**src/hw/ssc_pkg.sv**
```systemverilog
// Shared constants and types for the single-wire switch state controller
package ssc_pkg;

    // Core timebase
    localparam int unsigned CLK_PERIOD_NS     = 100;

    // Pin timeouts in their own unit
    localparam int unsigned LATCH_TIMEOUT_NS  = 2600;
    localparam int unsigned OFF_TIMEOUT_NS    = 2600;

    // Timeouts as whole cycles, least times round up
    localparam int unsigned LATCH_CYCLES =
        (LATCH_TIMEOUT_NS + CLK_PERIOD_NS - 1) / CLK_PERIOD_NS;
    localparam int unsigned OFF_CYCLES   =
        (OFF_TIMEOUT_NS + CLK_PERIOD_NS - 1) / CLK_PERIOD_NS;

    // Timer counter width
    localparam int unsigned TMR_W = 5;

    // Burst counter and switch field widths
    localparam int unsigned CNT_W   = 5;
    localparam int unsigned NUM_SW  = 5;

    // Wrap masks: 32 states for five switches, 8 for three
    localparam logic [CNT_W-1:0] WRAP_MASK_FIVE  = 5'h1f;
    localparam logic [CNT_W-1:0] WRAP_MASK_THREE = 5'h07;

    // Switches that exist in each variant
    localparam logic [NUM_SW-1:0] SW_PRESENT_FIVE  = 5'h1f;
    localparam logic [NUM_SW-1:0] SW_PRESENT_THREE = 5'h07;

    // Reset and step values
    localparam logic [CNT_W-1:0]  CNT_FIRST = 5'h00;
    localparam logic [CNT_W-1:0]  CNT_STEP  = 5'h01;
    localparam logic [NUM_SW-1:0] SW_ALL_OFF = 5'h00;

    // Controller modes, Gray coded along off, count, hold
    typedef enum logic [1:0] {
        SSC_OFF   = 2'b00,
        SSC_COUNT = 2'b01,
        SSC_HOLD  = 2'b11
    } ssc_mode_type;

    // Whole state of the controller
    typedef struct packed {
        ssc_mode_type      mode;
        logic [CNT_W-1:0]  count;
        logic [CNT_W-1:0]  code;
        logic [NUM_SW-1:0] sw_on;
        logic              enabled;
        logic              three_sel;
        logic              uvlo;
        logic              latch_pulse;
    } ssc_ctrl_state_type;

endpackage

```
**src/hw/ssc_pin_if.sv**
```systemverilog
// Carrier for the synchronised control pin level and its edges
`timescale 1ns/1ps
interface ssc_pin_if;
    logic level;
    logic rise;
    logic fall;
    logic edge_any;

    modport src
    (
        output level,
        output rise,
        output fall,
        output edge_any
    );

    modport dst
    (
        input level,
        input rise,
        input fall,
        input edge_any
    );
endinterface

```
**src/hw/ssc_pin_sync.sv**
```systemverilog
// Two-flop synchroniser and edge detector for the control pin
`timescale 1ns/1ps
module ssc_pin_sync
(
    input  wire logic core_clk_in,
    input  wire logic arst_n_in,
    input  wire logic pin_in,
    ssc_pin_if.src    pin
);

    typedef struct packed {
        logic meta;
        logic sync;
        logic last;
    } ssc_sync_state_type;

    ssc_sync_state_type q;
    ssc_sync_state_type d;

    // Shift chain; only sync and last feed the edge logic
    always_comb
    begin
        d      = q;
        d.meta = pin_in;
        d.sync = q.meta;
        d.last = q.sync;
    end

    // Pin idles low so reset state is low
    always_ff @(posedge core_clk_in or negedge arst_n_in)
    begin
        if (!arst_n_in)
        begin
            q <= '0;
        end
        else
        begin
            q <= d;
        end
    end

    // Edge strobes, one cycle each
    assign pin.level    = q.sync;
    assign pin.rise     = q.sync & ~q.last;
    assign pin.fall     = ~q.sync & q.last;
    assign pin.edge_any = q.sync ^ q.last;

endmodule // ssc_pin_sync

```
**src/hw/ssc_timeout.sv**
```systemverilog
// Restartable timeout counter that fires once after a level holds
`timescale 1ns/1ps
module ssc_timeout
#(
    parameter logic [ssc_pkg::TMR_W-1:0] LIMIT = ssc_pkg::TMR_W'(ssc_pkg::LATCH_CYCLES)
)
(
    input  wire logic core_clk_in,
    input  wire logic arst_n_in,
    input  wire logic restart_in,
    input  wire logic run_in,
    output logic      fire_out
);

    typedef struct packed {
        logic [ssc_pkg::TMR_W-1:0] cnt;
        logic                      fire;
    } ssc_tmr_state_type;

    ssc_tmr_state_type q;
    ssc_tmr_state_type d;

    // Count while the level holds, fire once at the limit
    always_comb
    begin
        d      = q;
        d.fire = 1'b0;
        if (restart_in)
        begin
            d.cnt = '0;
        end
        else if (run_in && (q.cnt < LIMIT))
        begin
            d.cnt = q.cnt + ssc_pkg::TMR_W'(1);
            d.fire = (d.cnt == LIMIT);
        end
    end

    // Saturated counter means already fired
    always_ff @(posedge core_clk_in or negedge arst_n_in)
    begin
        if (!arst_n_in)
        begin
            q <= '0;
        end
        else
        begin
            q <= d;
        end
    end

    assign fire_out = q.fire;

endmodule // ssc_timeout

```
**src/hw/ssc_switch_ctrl.sv**
```systemverilog
// Single-wire pulse-count controller driving five or three load switches
`timescale 1ns/1ps

// How it works
// - Each rising edge of the control pin advances the burst counter, decoded to 32 states with five switches.
// - With five switches the counter wraps after 32 edges so edge 33 equals edge 1.
// - The count reaches the switches only after the pin has stayed high for the latch timeout.
// - A disabled controller wakes on the first rising edge and counts it as the first edge.
// - After a latch, further low pulses start a new state that applies after another latch.
// - A low level held for the off timeout disables the controller and turns all switches off.
// - Five-switch decode takes count minus one, a set bit turns that switch off.
// - With three switches the counter decodes eight states and wraps after eight edges.
// - Three-switch decode takes count minus one, a set bit turns that switch off.
// - Every new burst restarts the count from one rather than adding to the old count.
// - An undervoltage indication is registered first and shuts every switch down one edge later.
module ssc_switch_ctrl
(
    input  wire logic core_clk_in,
    input  wire logic arst_n_in,
    input  wire logic ctrl_pin_in,
    input  wire logic uvlo_in,
    input  wire logic variant_three_in,
    output logic      switch_output_1_out,
    output logic      switch_output_2_out,
    output logic      switch_output_3_out,
    output logic      switch_output_4_out,
    output logic      switch_output_5_out,
    output logic      enabled_out,
    output logic      latch_pulse_out,
    output logic [4:0] latched_code_out,
    output logic [4:0] burst_count_out
);

    // Latch and off limits at the timer's width
    // Cut to the timer width on purpose; a longer timeout needs a wider timer
    localparam logic [ssc_pkg::TMR_W-1:0] LATCH_LIMIT =
        ssc_pkg::TMR_W'(ssc_pkg::LATCH_CYCLES);
    localparam logic [ssc_pkg::TMR_W-1:0] OFF_LIMIT =
        ssc_pkg::TMR_W'(ssc_pkg::OFF_CYCLES);

    // State fields, all held in one register:
    // mode, disabled, counting a burst or holding a count;
    // count, edges of the running burst minus one;
    // code, last applied count minus one;
    // sw_on, one bit per switch, high while it conducts;
    // enabled, high from the waking edge to the shutdown;
    // three_sel, registered variant strap;
    // uvlo, registered undervoltage level;
    // latch_pulse, one cycle at each applied count.
    ssc_pkg::ssc_ctrl_state_type q;
    ssc_pkg::ssc_ctrl_state_type d;

    // Timer strobes and variant decode
    logic                          latch_fire;
    logic                          off_fire;
    logic [ssc_pkg::CNT_W-1:0]     wrap_mask;
    logic [ssc_pkg::NUM_SW-1:0]    present;
    logic [ssc_pkg::NUM_SW-1:0]    decoded_on;

    // Pin level and edge strobes
    ssc_pin_if pin ();

    // Limits that the host must keep for a clean count
    // A high or low shorter than one clock period may be lost.
    // Rising edges must lie at least two periods apart.
    // A high gap of the latch timeout inside a burst applies
    // the partial count, so a burst must not pause while high.
    // Bursts are parted by a latch before the next one starts.
    // A low of the off timeout disables the controller,
    // even when it falls in the middle of a burst.
    // Undervoltage is registered once and acts one edge later.

    // pin synchroniser
    // Two flops settle the level, a third one finds its edges
    ssc_pin_sync u_sync
    (
        .core_clk_in (core_clk_in),
        .arst_n_in   (arst_n_in),
        .pin_in      (ctrl_pin_in),
        .pin         (pin.src)
    );

    // latch timer
    // Runs while the pin is high, restarted by any edge.
    // A high gap within a burst never reaches it while the host
    // keeps gaps short, so a partial burst is not applied.
    ssc_timeout
    #(
        .LIMIT (LATCH_LIMIT)
    )
    u_latch_tmr
    (
        .core_clk_in (core_clk_in),
        .arst_n_in   (arst_n_in),
        .restart_in  (pin.edge_any),
        .run_in      (pin.level),
        .fire_out    (latch_fire)
    );

    // off timer
    // Runs while the pin is low, restarted by any edge
    // It also runs while disabled, where its fire is ignored
    // Both timers share the edge strobe as their restart
    ssc_timeout
    #(
        .LIMIT (OFF_LIMIT)
    )
    u_off_tmr
    (
        .core_clk_in (core_clk_in),
        .arst_n_in   (arst_n_in),
        .restart_in  (pin.edge_any),
        .run_in      (~pin.level),
        .fire_out    (off_fire)
    );

    // Variant selection of wrap mask and fitted switches
    // The strap is meant to stay fixed; a change while counting
    // alters the wrap on the next edge and the decode at the
    // next latch, never the switches already applied.
    always_comb
    begin
        if (q.three_sel)
        begin
            wrap_mask = ssc_pkg::WRAP_MASK_THREE;
            present   = ssc_pkg::SW_PRESENT_THREE;
        end
        else
        begin
            wrap_mask = ssc_pkg::WRAP_MASK_FIVE;
            present   = ssc_pkg::SW_PRESENT_FIVE;
        end
    end

    // decode: a set bit of count minus one turns off
    // Count holds n minus one already, so bit i gates switch i+1.
    // Switches that the three-switch variant lacks stay off.
    always_comb
    begin
        for (int i = 0; i < ssc_pkg::NUM_SW; i++)
        begin
            // A set count bit opens the matching switch
            decoded_on[i] = present[i] & ~q.count[i];
        end
    end

    // Latency of the pin path in core clock edges, counted from
    // the edge after which the host changes the pin:
    // edge 1, first synchroniser stage takes the new level;
    // edge 2, second stage holds it and the edge strobe is valid;
    // edge 3, the controller counts and both timers restart;
    // edge 4, the timer of the held level takes its first step;
    // edge 29, that timer reaches the default limit and fires;
    // edge 30, switches, latched code and latch pulse update;
    // edge 31, the latch pulse drops again.
    // A held low follows the same path, ending in a shutdown.
    // A limit of another size moves the last three edges.

    // Next-state logic of the controller
    always_comb
    begin
        d             = q;
        d.latch_pulse = 1'b0;
        // Variant strap sampled by a clock, never by the reset
        d.three_sel   = variant_three_in;
        // Registered undervoltage level
        d.uvlo        = uvlo_in;

        if (q.uvlo)
        begin
            // undervoltage forces shutdown
            // The count is dropped too, so the first edge after
            // recovery wakes the controller as from reset
            d.mode    = ssc_pkg::SSC_OFF;
            d.count   = ssc_pkg::CNT_FIRST;
            d.sw_on   = ssc_pkg::SW_ALL_OFF;
            d.enabled = 1'b0;
        end
        else
        begin
            case (q.mode)
                // Disabled: switches off, waiting for a waking edge
                ssc_pkg::SSC_OFF:
                begin
                    if (pin.rise)
                    begin
                        // first edge enables and counts as one
                        // Count zero stands for one edge
                        d.mode    = ssc_pkg::SSC_COUNT;
                        d.count   = ssc_pkg::CNT_FIRST;
                        d.enabled = 1'b1;
                    end
                end

                // Counting a burst: rise before latch before off
                // A rise can meet an off fire in the same cycle; the rise wins and the fire is lost
                ssc_pkg::SSC_COUNT:
                begin
                    if (pin.rise)
                    begin
                        // advance with wrap on every edge
                        // The mask folds the count to zero after the last state
                        d.count = (q.count + ssc_pkg::CNT_STEP) & wrap_mask;
                    end
                    else if (latch_fire)
                    begin
                        // apply count after the latch timeout
                        // The code keeps the applied count for status
                        d.mode        = ssc_pkg::SSC_HOLD;
                        d.code        = q.count;
                        d.sw_on       = decoded_on;
                        d.latch_pulse = 1'b1;
                    end
                    else if (off_fire)
                    begin
                        d.mode    = ssc_pkg::SSC_OFF;
                        d.count   = ssc_pkg::CNT_FIRST;
                        d.sw_on   = ssc_pkg::SW_ALL_OFF;
                        d.enabled = 1'b0;
                    end
                end

                // Holding a count: a rise opens a new burst
                // The latch timer is saturated while the pin stays high, at zero once it falls, and fires no more
                ssc_pkg::SSC_HOLD:
                begin
                    if (pin.rise)
                    begin
                        // new burst restarts the count at one
                        d.mode  = ssc_pkg::SSC_COUNT;
                        d.count = ssc_pkg::CNT_FIRST;
                    end
                    else if (off_fire)
                    begin
                        d.mode    = ssc_pkg::SSC_OFF;
                        d.count   = ssc_pkg::CNT_FIRST;
                        d.sw_on   = ssc_pkg::SW_ALL_OFF;
                        d.enabled = 1'b0;
                    end
                end

                default:
                begin
                    // Unused code recovers to disabled
                    d.mode    = ssc_pkg::SSC_OFF;
                    d.count   = ssc_pkg::CNT_FIRST;
                    d.sw_on   = ssc_pkg::SW_ALL_OFF;
                    d.enabled = 1'b0;
                end
            endcase
        end
    end

    // state register, reset leaves all off and disabled
    // Only constants in the reset branch; the strap and the
    // undervoltage level are picked up at the first edge
    always_ff @(posedge core_clk_in or negedge arst_n_in)
    begin
        if (!arst_n_in)
        begin
            q.mode        <= ssc_pkg::SSC_OFF;
            q.count       <= ssc_pkg::CNT_FIRST;
            q.code        <= ssc_pkg::CNT_FIRST;
            q.sw_on       <= ssc_pkg::SW_ALL_OFF;
            q.enabled     <= 1'b0;
            q.three_sel   <= 1'b0;
            q.uvlo        <= 1'b0;
            q.latch_pulse <= 1'b0;
        end
        else
        begin
            q <= d;
        end
    end

    // Switch outputs, high means the switch conducts
    // Every output is a register bit, so no decode glitch
    // reaches the load switches
    assign switch_output_1_out = q.sw_on[0];
    assign switch_output_2_out = q.sw_on[1];
    assign switch_output_3_out = q.sw_on[2];
    assign switch_output_4_out = q.sw_on[3];
    assign switch_output_5_out = q.sw_on[4];

    // Status outputs
    // Latch pulse and latched code change at the same edge as the switches
    assign enabled_out      = q.enabled;
    assign latch_pulse_out  = q.latch_pulse;
    assign latched_code_out = q.code;       // Last applied count minus one
    assign burst_count_out  = q.count;      // Running count minus one

endmodule // ssc_switch_ctrl

```
**config.mk**
```make
export PLATFORM = sky130hd
export DESIGN_NAME = ssc_switch_ctrl
export DESIGN_NICKNAME = d
export VERILOG_FILES = /design/src/hw/ssc_pkg.sv /design/src/hw/ssc_pin_if.sv /design/src/hw/ssc_pin_sync.sv /design/src/hw/ssc_timeout.sv /design/src/hw/ssc_switch_ctrl.sv
export SDC_FILE = /design/constraint.sdc
export NUM_CORES = 1
export LEC_CHECK = 0
export BUFFER_PORTS_ARGS = -buffer_cell sky130_fd_sc_hd__clkbuf_2
export CELL_PAD_IN_SITES_DETAIL_PLACEMENT = 1
export CELL_PAD_IN_SITES_GLOBAL_PLACEMENT = 1
export CORE_MARGIN = 2
export CORE_UTILIZATION = 35
export DETAILED_ROUTE_END_ITERATION = 8
export HOLD_SLACK_MARGIN = 0.05
export PLACE_DENSITY_LB_ADDON = 0.2
export SYNTH_ARGS = -nofsm -noshare
export SYNTH_HDL_FRONTEND = slang
export SYNTH_HIERARCHICAL = 1
export SYNTH_SLANG_ARGS = --single-unit
```
**constraint.sdc**
```tcl
create_clock -name core_clk_in -period 4.6 [get_ports core_clk_in]
set_input_delay 0.46 -clock core_clk_in [delete_from_list [all_inputs] [get_ports core_clk_in]]
set_output_delay 0.46 -clock core_clk_in [all_outputs]
set_load 0.05 [all_outputs]
```
# Yosys cells after proc, flatten, opt, wreduce, memory -nomap -nowiden
# Cells that the tools add are included.
# Widths: inputs -> output; s select.
dict set report totals {
  register_bits 36
  out_inout_bits 17
  word_cells 86
}
dict set report classes {
  n_addsub 3
  magnitude_cmp 2
  eq_ne 10
  n_mux 29
  bitwise 17
  reduce_logical 10
}
# cell n
set op_table {}
lappend op_table {{$mux 6} 6}
lappend op_table {{$mux 5} 6}
lappend op_table {{$mux 7} 4}
lappend op_table {{$pmux 7 s3} 1}
lappend op_table {{$add 5x1->5 const B} 3}
lappend op_table {{$pmux 5 s3} 1}
lappend op_table {{$ne 3x3->1 const B} 4}
lappend op_table {{$eq 5x5->1 const B} 2}
lappend op_table {{$lt 5x5->1 const B} 2}
lappend op_table {{$not 1->1} 9}
lappend op_table {{$mux 1} 8}
lappend op_table {{$reduce_and 4->1} 2}
lappend op_table {{$and 1x1->1} 6}
lappend op_table {{$and 5x5->5} 1}
lappend op_table {{$mux 2} 2}
lappend op_table {{$ne 4x4->1 const B} 1}
lappend op_table {{$reduce_and 2->1} 2}
lappend op_table {{$reduce_bool 2->1} 2}
lappend op_table {{$pmux 1 s3} 1}
lappend op_table {{$reduce_and 3->1} 1}
lappend op_table {{$eq 2x1->1 const B} 1}
lappend op_table {{$eq 2x2->1 const B} 1}
lappend op_table {{$logic_and 1x1->1} 2}
lappend op_table {{$logic_not 2->1} 1}
lappend op_table {{other kinds (2)} 2}

# Depth between registers and ports, before layout
# Gate-level depths: netlist (run 1).
dict set report logic_depth {
  ltp_word 6
  mapped_depth 8
  ltp_nobuf 6
}

# By module
# The synthesis (run 1) kept the hierarchy.
# module instances cells_each area_per_inst_um2 seq_area_each_um2
set modules_own_cells {}
lappend modules_own_cells {ssc_switch_ctrl 1 103 1061.0 525.5}
lappend modules_own_cells {ssc_timeout 2 38 366.6 150.1}
lappend modules_own_cells {ssc_pin_sync 1 8 111.4 75.1}

# Worst setup path before layout (run 1)
# No wires, ideal clock.
dict set report synth_timing {
  path_kind {reg-to-reg}
  start {reg u_sync.q, in the netlist u_sync/pin.level}
  end {reg q, in the netlist latched_code_out[0]}
  setup_time_ps 125
  arrival_ps 1583
  setup_slack_ps 2892
  path_stages_with_launch 8
  n_path_buf 2
  period_less_slack_ps 1708
  path_cell_list {dfrtp_1 -> ha_1 -> buf_2 -> nand2b_4 -> nor3_2 -> nand2_1 -> buf_6 -> mux2_4}
}
dict set report synth_between {
  elab_chain_len 3
}
# item line_no
set synth_lines {}
lappend synth_lines {{start: declaration} ssc_pin_sync.sv:17} ;# ssc_sync_state_type q;
lappend synth_lines {{start signal: assignment} ssc_pin_sync.sv:34} ;# q <= '0;
lappend synth_lines {{start signal: assignment} ssc_pin_sync.sv:38} ;# q <= d;
lappend synth_lines {{$and 1x1->1} ssc_pin_sync.sv:44} ;# assign pin.rise = q.sync & ~q.last;
lappend synth_lines {{net pin.rise} ssc_pin_if.sv:5} ;# logic rise;
lappend synth_lines {{$not 1->1 (no source line)} n/a}
lappend synth_lines {{$reduce_and 4->1 (no source line)} n/a}
lappend synth_lines {{end: declaration} ssc_switch_ctrl.sv:50} ;# ssc_pkg::ssc_ctrl_state_type q;
# The timed path passes the listed nets, and every way through them passes these cells.
# A chain may end at the register's enable or synchronous reset.

# Worst setup path in the final report (run 1)
dict set report layout_timing {
  start {reg u_sync.q, in the netlist u_sync/pin.level}
  end {reg q, in the netlist latched_code_out[4]}
}
# The elaborated chain is that of the path after synthesis.

==> out/metrics.yaml, run 1 <==
critPathMaxStageDelay_ns: 0.51
swShare: 0.246
min_period_ns: 2.09
antenna_left: 0
grt_first_pass_wirelength_microns: 6930
p_leak_nw: 0.990
internal-power_mw: 0.499
clk_path_buf_depth: 2
power_frac_clock: 0.424
fin_skew_ns: 0.00793
reg2regPathDepth: 5
htreeDepth: 2
gp_congestion: 0.858
finalSetupViolations: 0
die_h_microns: 77.5
cts_tree: "done"
setup_ws_ns: 2.51
worstPathArrival_ns: 2.28
regArea_sq_um: 901
startpoint: "u_sync/pin.level"
wl_per_cell_microns: 15.4
rows: 26
rr_endpoint: "latched_code_out[4]"
dr.pass1.iters: 4
worst_pin_slew_ns: 0.893
n_antenna_cell: 0
path_class: "reg -> reg"
grt-ovfl-total: 0
initial_core_util: 0.365
route.detailed.drc: 0
start_kind: "register"
pwr-share-comb: 0.064
netlist_instances: 185
r2r_slack_ns: 2.51
maxCapViolCount: 0
syn-num-nets: 196
outcome: "finished clean"
nFillCells: 589
crit_chain: "ha_1 -> nand2b_4 -> nor3_2 -> nand2_1 -> mux2_2"
cts_made_buffers: 5
power_density_mw_per_mm2: 322
post-route-period-util: 0.454
numPortBuffers: 21
cp_top_family: "simple AND/OR/NAND/NOR gates"
clk_pin_slew_ns: 0.08
power.total_mw: 0.662
path_depth: 5
area_growth_pct: 8.74
grt_pass1_vias: 1396
crit_fanout: 11
antenna_found_initial: 0
path_buf_inv: 0
timing.slew.headroom: 0.405
io_pins: 22
cts_resized: 0
drv_slew: 0
ctsHoldBuffers: 0
crit_slowest_cell: "dfrtp_1"
crit_end: "latched_code_out[4]"
pre_cts_ws_ns: 2.50
postSynthAreaPerCell_sq_um: 10.2
required_ns: 4.79
multi_input_area_sq_um: 778
grtUsageTotal: 0.146
peakVddDrop_v: 0.000151
rr_startpoint: "u_sync/pin.level"
die_area_sq_mm: 0.00600
hold_viol: 0
synth_warnings: 6
cts_sinks: 36
whs_ns: 0.270
fmax_mhz: 479
dp_hpwl_microns: 2840
die_w_microns: 77.5
drive_gt1_frac: 0.195
clkLatencyLatePin_ns: 0.29
final_net_count: 205
viasPerCell: 5.26
worstHoldPathType: "in -> async"
post_cts_buffers: 0
syn-cell-area_sq_mm: 0.00189
power_switching_mw: 0.163
postRouteWirelength_microns: 4070
critPathCaptureType: "register"
vias: 1394
clock-root-buffer: "clkbuf_8"
core-area_sq_mm: 0.00517
drtIter0Drc: 74
grt_setup_unrepaired: "false"
grt_max_degree: 37
seq_power_share: 0.513
finalSetupTns_ns: 0
==> placed cells by master (no fill, tap or decap), types with 2 or more instances in the layout <==
cell type,instances
a211oi_1,4
o32ai_1,2
o211ai_2,2
nand3_1,7
a31oi_1,4
clkbuf_2,21
o211a_1,2
or3_1,2
a21oi_1,11
a2111oi_0,2
dfrtp_1,36
o21ai_1,2
nor2_1,7
inv_1,19
nand4_1,3
nand2b_1,2
xor2_1,3
and3_1,4
nor2b_1,2
ha_1,6
o22ai_1,6
nor3b_1,4
nand2_1,7
nand4b_1,2
nor3_1,4
mux2_4,4
a311oi_1,2
clkbuf_8,5
xnor2_1,2
o21ai_0,8
==> layout make-up <==
type                            count  share of cell area
Multi-Input combinational cell    111               0.379
Tap cell                           70              0.0426
Clock buffer                        5              0.0335
Clock inverter                      3              0.0207
Inverter                           19              0.0347
Timing Repair Buffer               21              0.0512
Sequential cell                    36               0.438
==> flip-flops by register name, summed over array words and instances, names as in the netlist <==
name and flops:
u_off_tmr/q 5, burst_count_out 5, u_sync/q 1, q 4, u_off_tmr/fire_out 1, enabled_out 1, latched_code_out 5, switch_output_2_out 1
u_latch_tmr/q 5, switch_output_3_out 1, u_latch_tmr/fire_out 1, switch_output_1_out 1, switch_output_4_out 1, u_sync/d 1, switch_output_5_out 1, latch_pulse_out 1
u_sync/pin.level 1
==> power groups by stage <==
stage,clock [mW],sequential [mW],combinational [mW]
floorplan,0,0.342,0.0278
global placement,0,0.345,0.0411
detailed placement,0,0.345,0.0434
CTS,0.291,0.339,0.0437
global route,0.305,0.341,0.0489
finish,0.280,0.339,0.0423
==> worst register-to-register path: stages, from the launching register on <==
cell and delay [ns]:
dfrtp_1 0.51, ha_1 0.43, nand2b_4 0.23, nor3_2 0.04, nand2_1 0.38, mux2_2 0.39
==> how the worst min path moves through the flow <==
| stage | end | slack (ns) | startpoint | depth (start not counted) |
|---|---|---|---|---|
| 2_1_floorplan | burst_count_out[0] | 0.16 | arst_n_in | 0 |
| 3_3_place_gp | u_sync/pin.level | 0.34 | u_sync/d[1] | 0 |
| 3_5_place_dp | u_sync/pin.level | 0.34 | u_sync/d[1] | 0 |
| 4_1_cts | q[2] | 0.26 | variant_three_in | 1 |
| 5_1_grt | q[2] | 0.25 | variant_three_in | 1 |
| 6_report | switch_output_3_out | 0.27 | arst_n_in | 1 |
==> per-layer routing <==
| layer | global-route usage | wire, microns | up-vias |
|---|---|---|---|
| met2 | 0.240 | 2020 | 16 |
| met5 | 0 | 0 | - |
| met3 | 0.0349 | 103 | 6 |
| li1 | - | - | 667 |
| met1 | 0.184 | 1880 | 705 |
| met4 | 0.0589 | 67 | 0 |
==> through the flow <==
step | utilization | instances | cell area [sq um]
floorplan | - | 185 | 1890
global placement | 0.376 | 257 | 1940
detailed placement | 0.376 | 257 | 1940
CTS | 0.397 | 265 | 2050
global route | 0.397 | 265 | 2050
finish | 0.397 | 265 | 2050
Power figures use the tool's default switching activity.
==> run 2: changes to the inputs <==
Settings changed: ABC_AREA set to 1.
Clock period 4.6 ns to 2.1 ns, I/O delays scaled along.
==> run 2 against run 1 <==
Clock skew fell by 0.0013 ns. Area after synthesis up 4.0%. Register-to-register slack worse by 1.9 ns. Cell count rose by 23%. Design area up 6.7%. Sequential power increased by 120%. Synthesized cell count increased by 26%. Worst hold slack better by 0.089 ns. Setup slack got worse by 1.9 ns. Combinational power grew to 4.1 times the previous value.
==> out/metrics.yaml, run 2 <==
outcome: "finished clean"
postRouteWirelength_microns: 4100  # +0.54%
postSynthAreaPerCell_sq_um: 8.39  # -18%
worstHoldPathType: "reg -> reg"
drv_slew: 0  # unchanged
post_cts_buffers: 0  # unchanged
vias: 1553  # +11%
dp_hpwl_microns: 3180  # +12%
die_h_microns: 78.9  # +1.9%
required_ns: 2.28  # -2.51 ns
p_leak_nw: 1.12  # +13%
die_area_sq_mm: 0.00623  # +3.8%
cts_made_buffers: 5  # unchanged
final_common_cell: "nand2_1"
worst_pin_slew_ns: 0.422  # -0.471 ns
setup_ws_ns: 0.601  # -1.91 ns
finalSetupTns_ns: 0  # unchanged
initial_core_util: 0.359  # -0.00632
critPathCaptureType: "register"
io_pins: 22  # unchanged
pre_cts_ws_ns: 0.584  # -1.91 ns
grtUsageTotal: 0.150  # +0.00386
start_kind: "register"
mostFrequentLayoutCells: "nand2_1 (62), dfrtp_1 (36), nand3_1 (33)"
rows: 27  # +3.8%
grt_pass1_vias: 1628  # +17%
hold_depth: 0
peakVddDrop_v: 0.000288  # +90%
worstPathArrival_ns: 1.68  # -0.60 ns
fmax_mhz: 667  # +39%
synth_warnings: 6  # unchanged
drive_gt1_frac: 0.220  # +0.0247
grt_first_pass_wirelength_microns: 7270  # +4.9%
dr.pass1.iters: 4  # unchanged
fin_skew_ns: 0.00667  # -0.00127 ns
clk_path_buf_depth: 2  # unchanged
viasPerCell: 4.75  # -9.7%
cts_sinks: 36  # unchanged
grt_setup_unrepaired: "false"
area_growth_pct: 11.6
grt-ovfl-total: 0  # unchanged
drtIter0Drc: 41  # -45%
finalSetupViolations: 0  # unchanged
power.total_mw: 1.44  # +120%
crit_slowest_cell: "dfrtp_1"
final_util: 0.401  # +0.00335
crit_fanout: 9  # -2
path_class: "reg -> reg"
route.detailed.drc: 0  # unchanged
die_w_microns: 78.9  # +1.9%
gp_congestion: 0.774  # -9.8%
maxCapViolCount: 0  # unchanged
stdcell_area_sq_mm: 0.00219  # +6.7%
instances_no_fill: 327  # +23%
critPathMaxStageDelay_ns: 0.45  # -0.06 ns
n_antenna_cell: 0  # unchanged
wl_per_cell_microns: 12.5  # -19%
crit_chain: "ha_1 -> nor2_2 -> nand3_4 -> or2_1 -> o21a_1"
min_period_ns: 1.50  # -0.591 ns
grt_max_degree: 19  # -49%
core-area_sq_mm: 0.00547  # +5.8%
power_density_mw_per_mm2: 655  # +100%
clk_pin_slew_ns: 0.07  # about the same
post-route-period-util: 0.714  # +0.259
final_net_count: 265  # +29%
timing.slew.headroom: 0.718  # +0.313
syn-cell-area_sq_mm: 0.00196  # +4.0%
clock-root-buffer: "clkbuf_8"
htreeDepth: 2  # unchanged
hold_viol: 0  # unchanged
dpl-instance-area_sq_mm: 0.00206  # +5.9%
syn-num-nets: 245  # +25%
reg2regPathDepth: 5  # unchanged
place_inst: 315  # +23%
clkLatencyLatePin_ns: 0.29  # about the same
numPortBuffers: 21  # unchanged
antenna_found_initial: 0  # unchanged
netlist_instances: 234  # +26%
antenna_left: 0  # unchanged
whs_ns: 0.358  # +0.0886 ns
cts_tree: "done"
## run 2: final cells by class
cell class                      instances  area [sq um]
Fill cell                             691          3280
Timing Repair Buffer                   27           160
Clock buffer                            7          86.3
Inverter                               30           125
Sequential cell                        36           901
Multi-Input combinational cell        154           822
Clock inverter                          1          7.51
Tap cell                               72          90.1
## run 2: path summary, 6_finish.rpt
path                                        from                   to  slack (ns)
worst max-delay path            u_sync/pin.level  latched_code_out[1]        0.60
worst min-delay path                 u_sync/d[1]     u_sync/pin.level        0.36
worst max register to register  u_sync/pin.level  latched_code_out[1]        0.60
worst min register to register       u_sync/d[1]     u_sync/pin.level        0.36
max in group asynchronous              arst_n_in   burst_count_out[3]        1.47
min in group asynchronous              arst_n_in  latched_code_out[4]        0.44
## run 2: power by group
group	switching, mW	internal (mW)
combinational	0.120	0.0546
sequential	0.0332	0.715
clock	0.245	0.267
total	0.399	1.04
## run 2: repair_timing
action,CTS,global route
hold buffers,4,0
resized for setup,0,0
hold endpoints to repair,39,0
setup endpoints to repair,0,0
## run 2: worst max-delay path: cells and delay by family (launching register included)
family / cells / cell delay (ns)
simple gates: 3 / 0.58
compound gates: 1 / 0.11
flops: 1 / 0.45
fa+ha+maj: 1 / 0.26
## run 2: per-layer routing
metal / GRT usage / vias up / share of wire
met5: 0 / - / 0
met4: 0.0517 / 0 / 0.0076
met3: 0.0341 / 4 / 0.028
met2: 0.267 / 18 / 0.51
met1: 0.177 / 755 / 0.45
li1: - / 776 / -
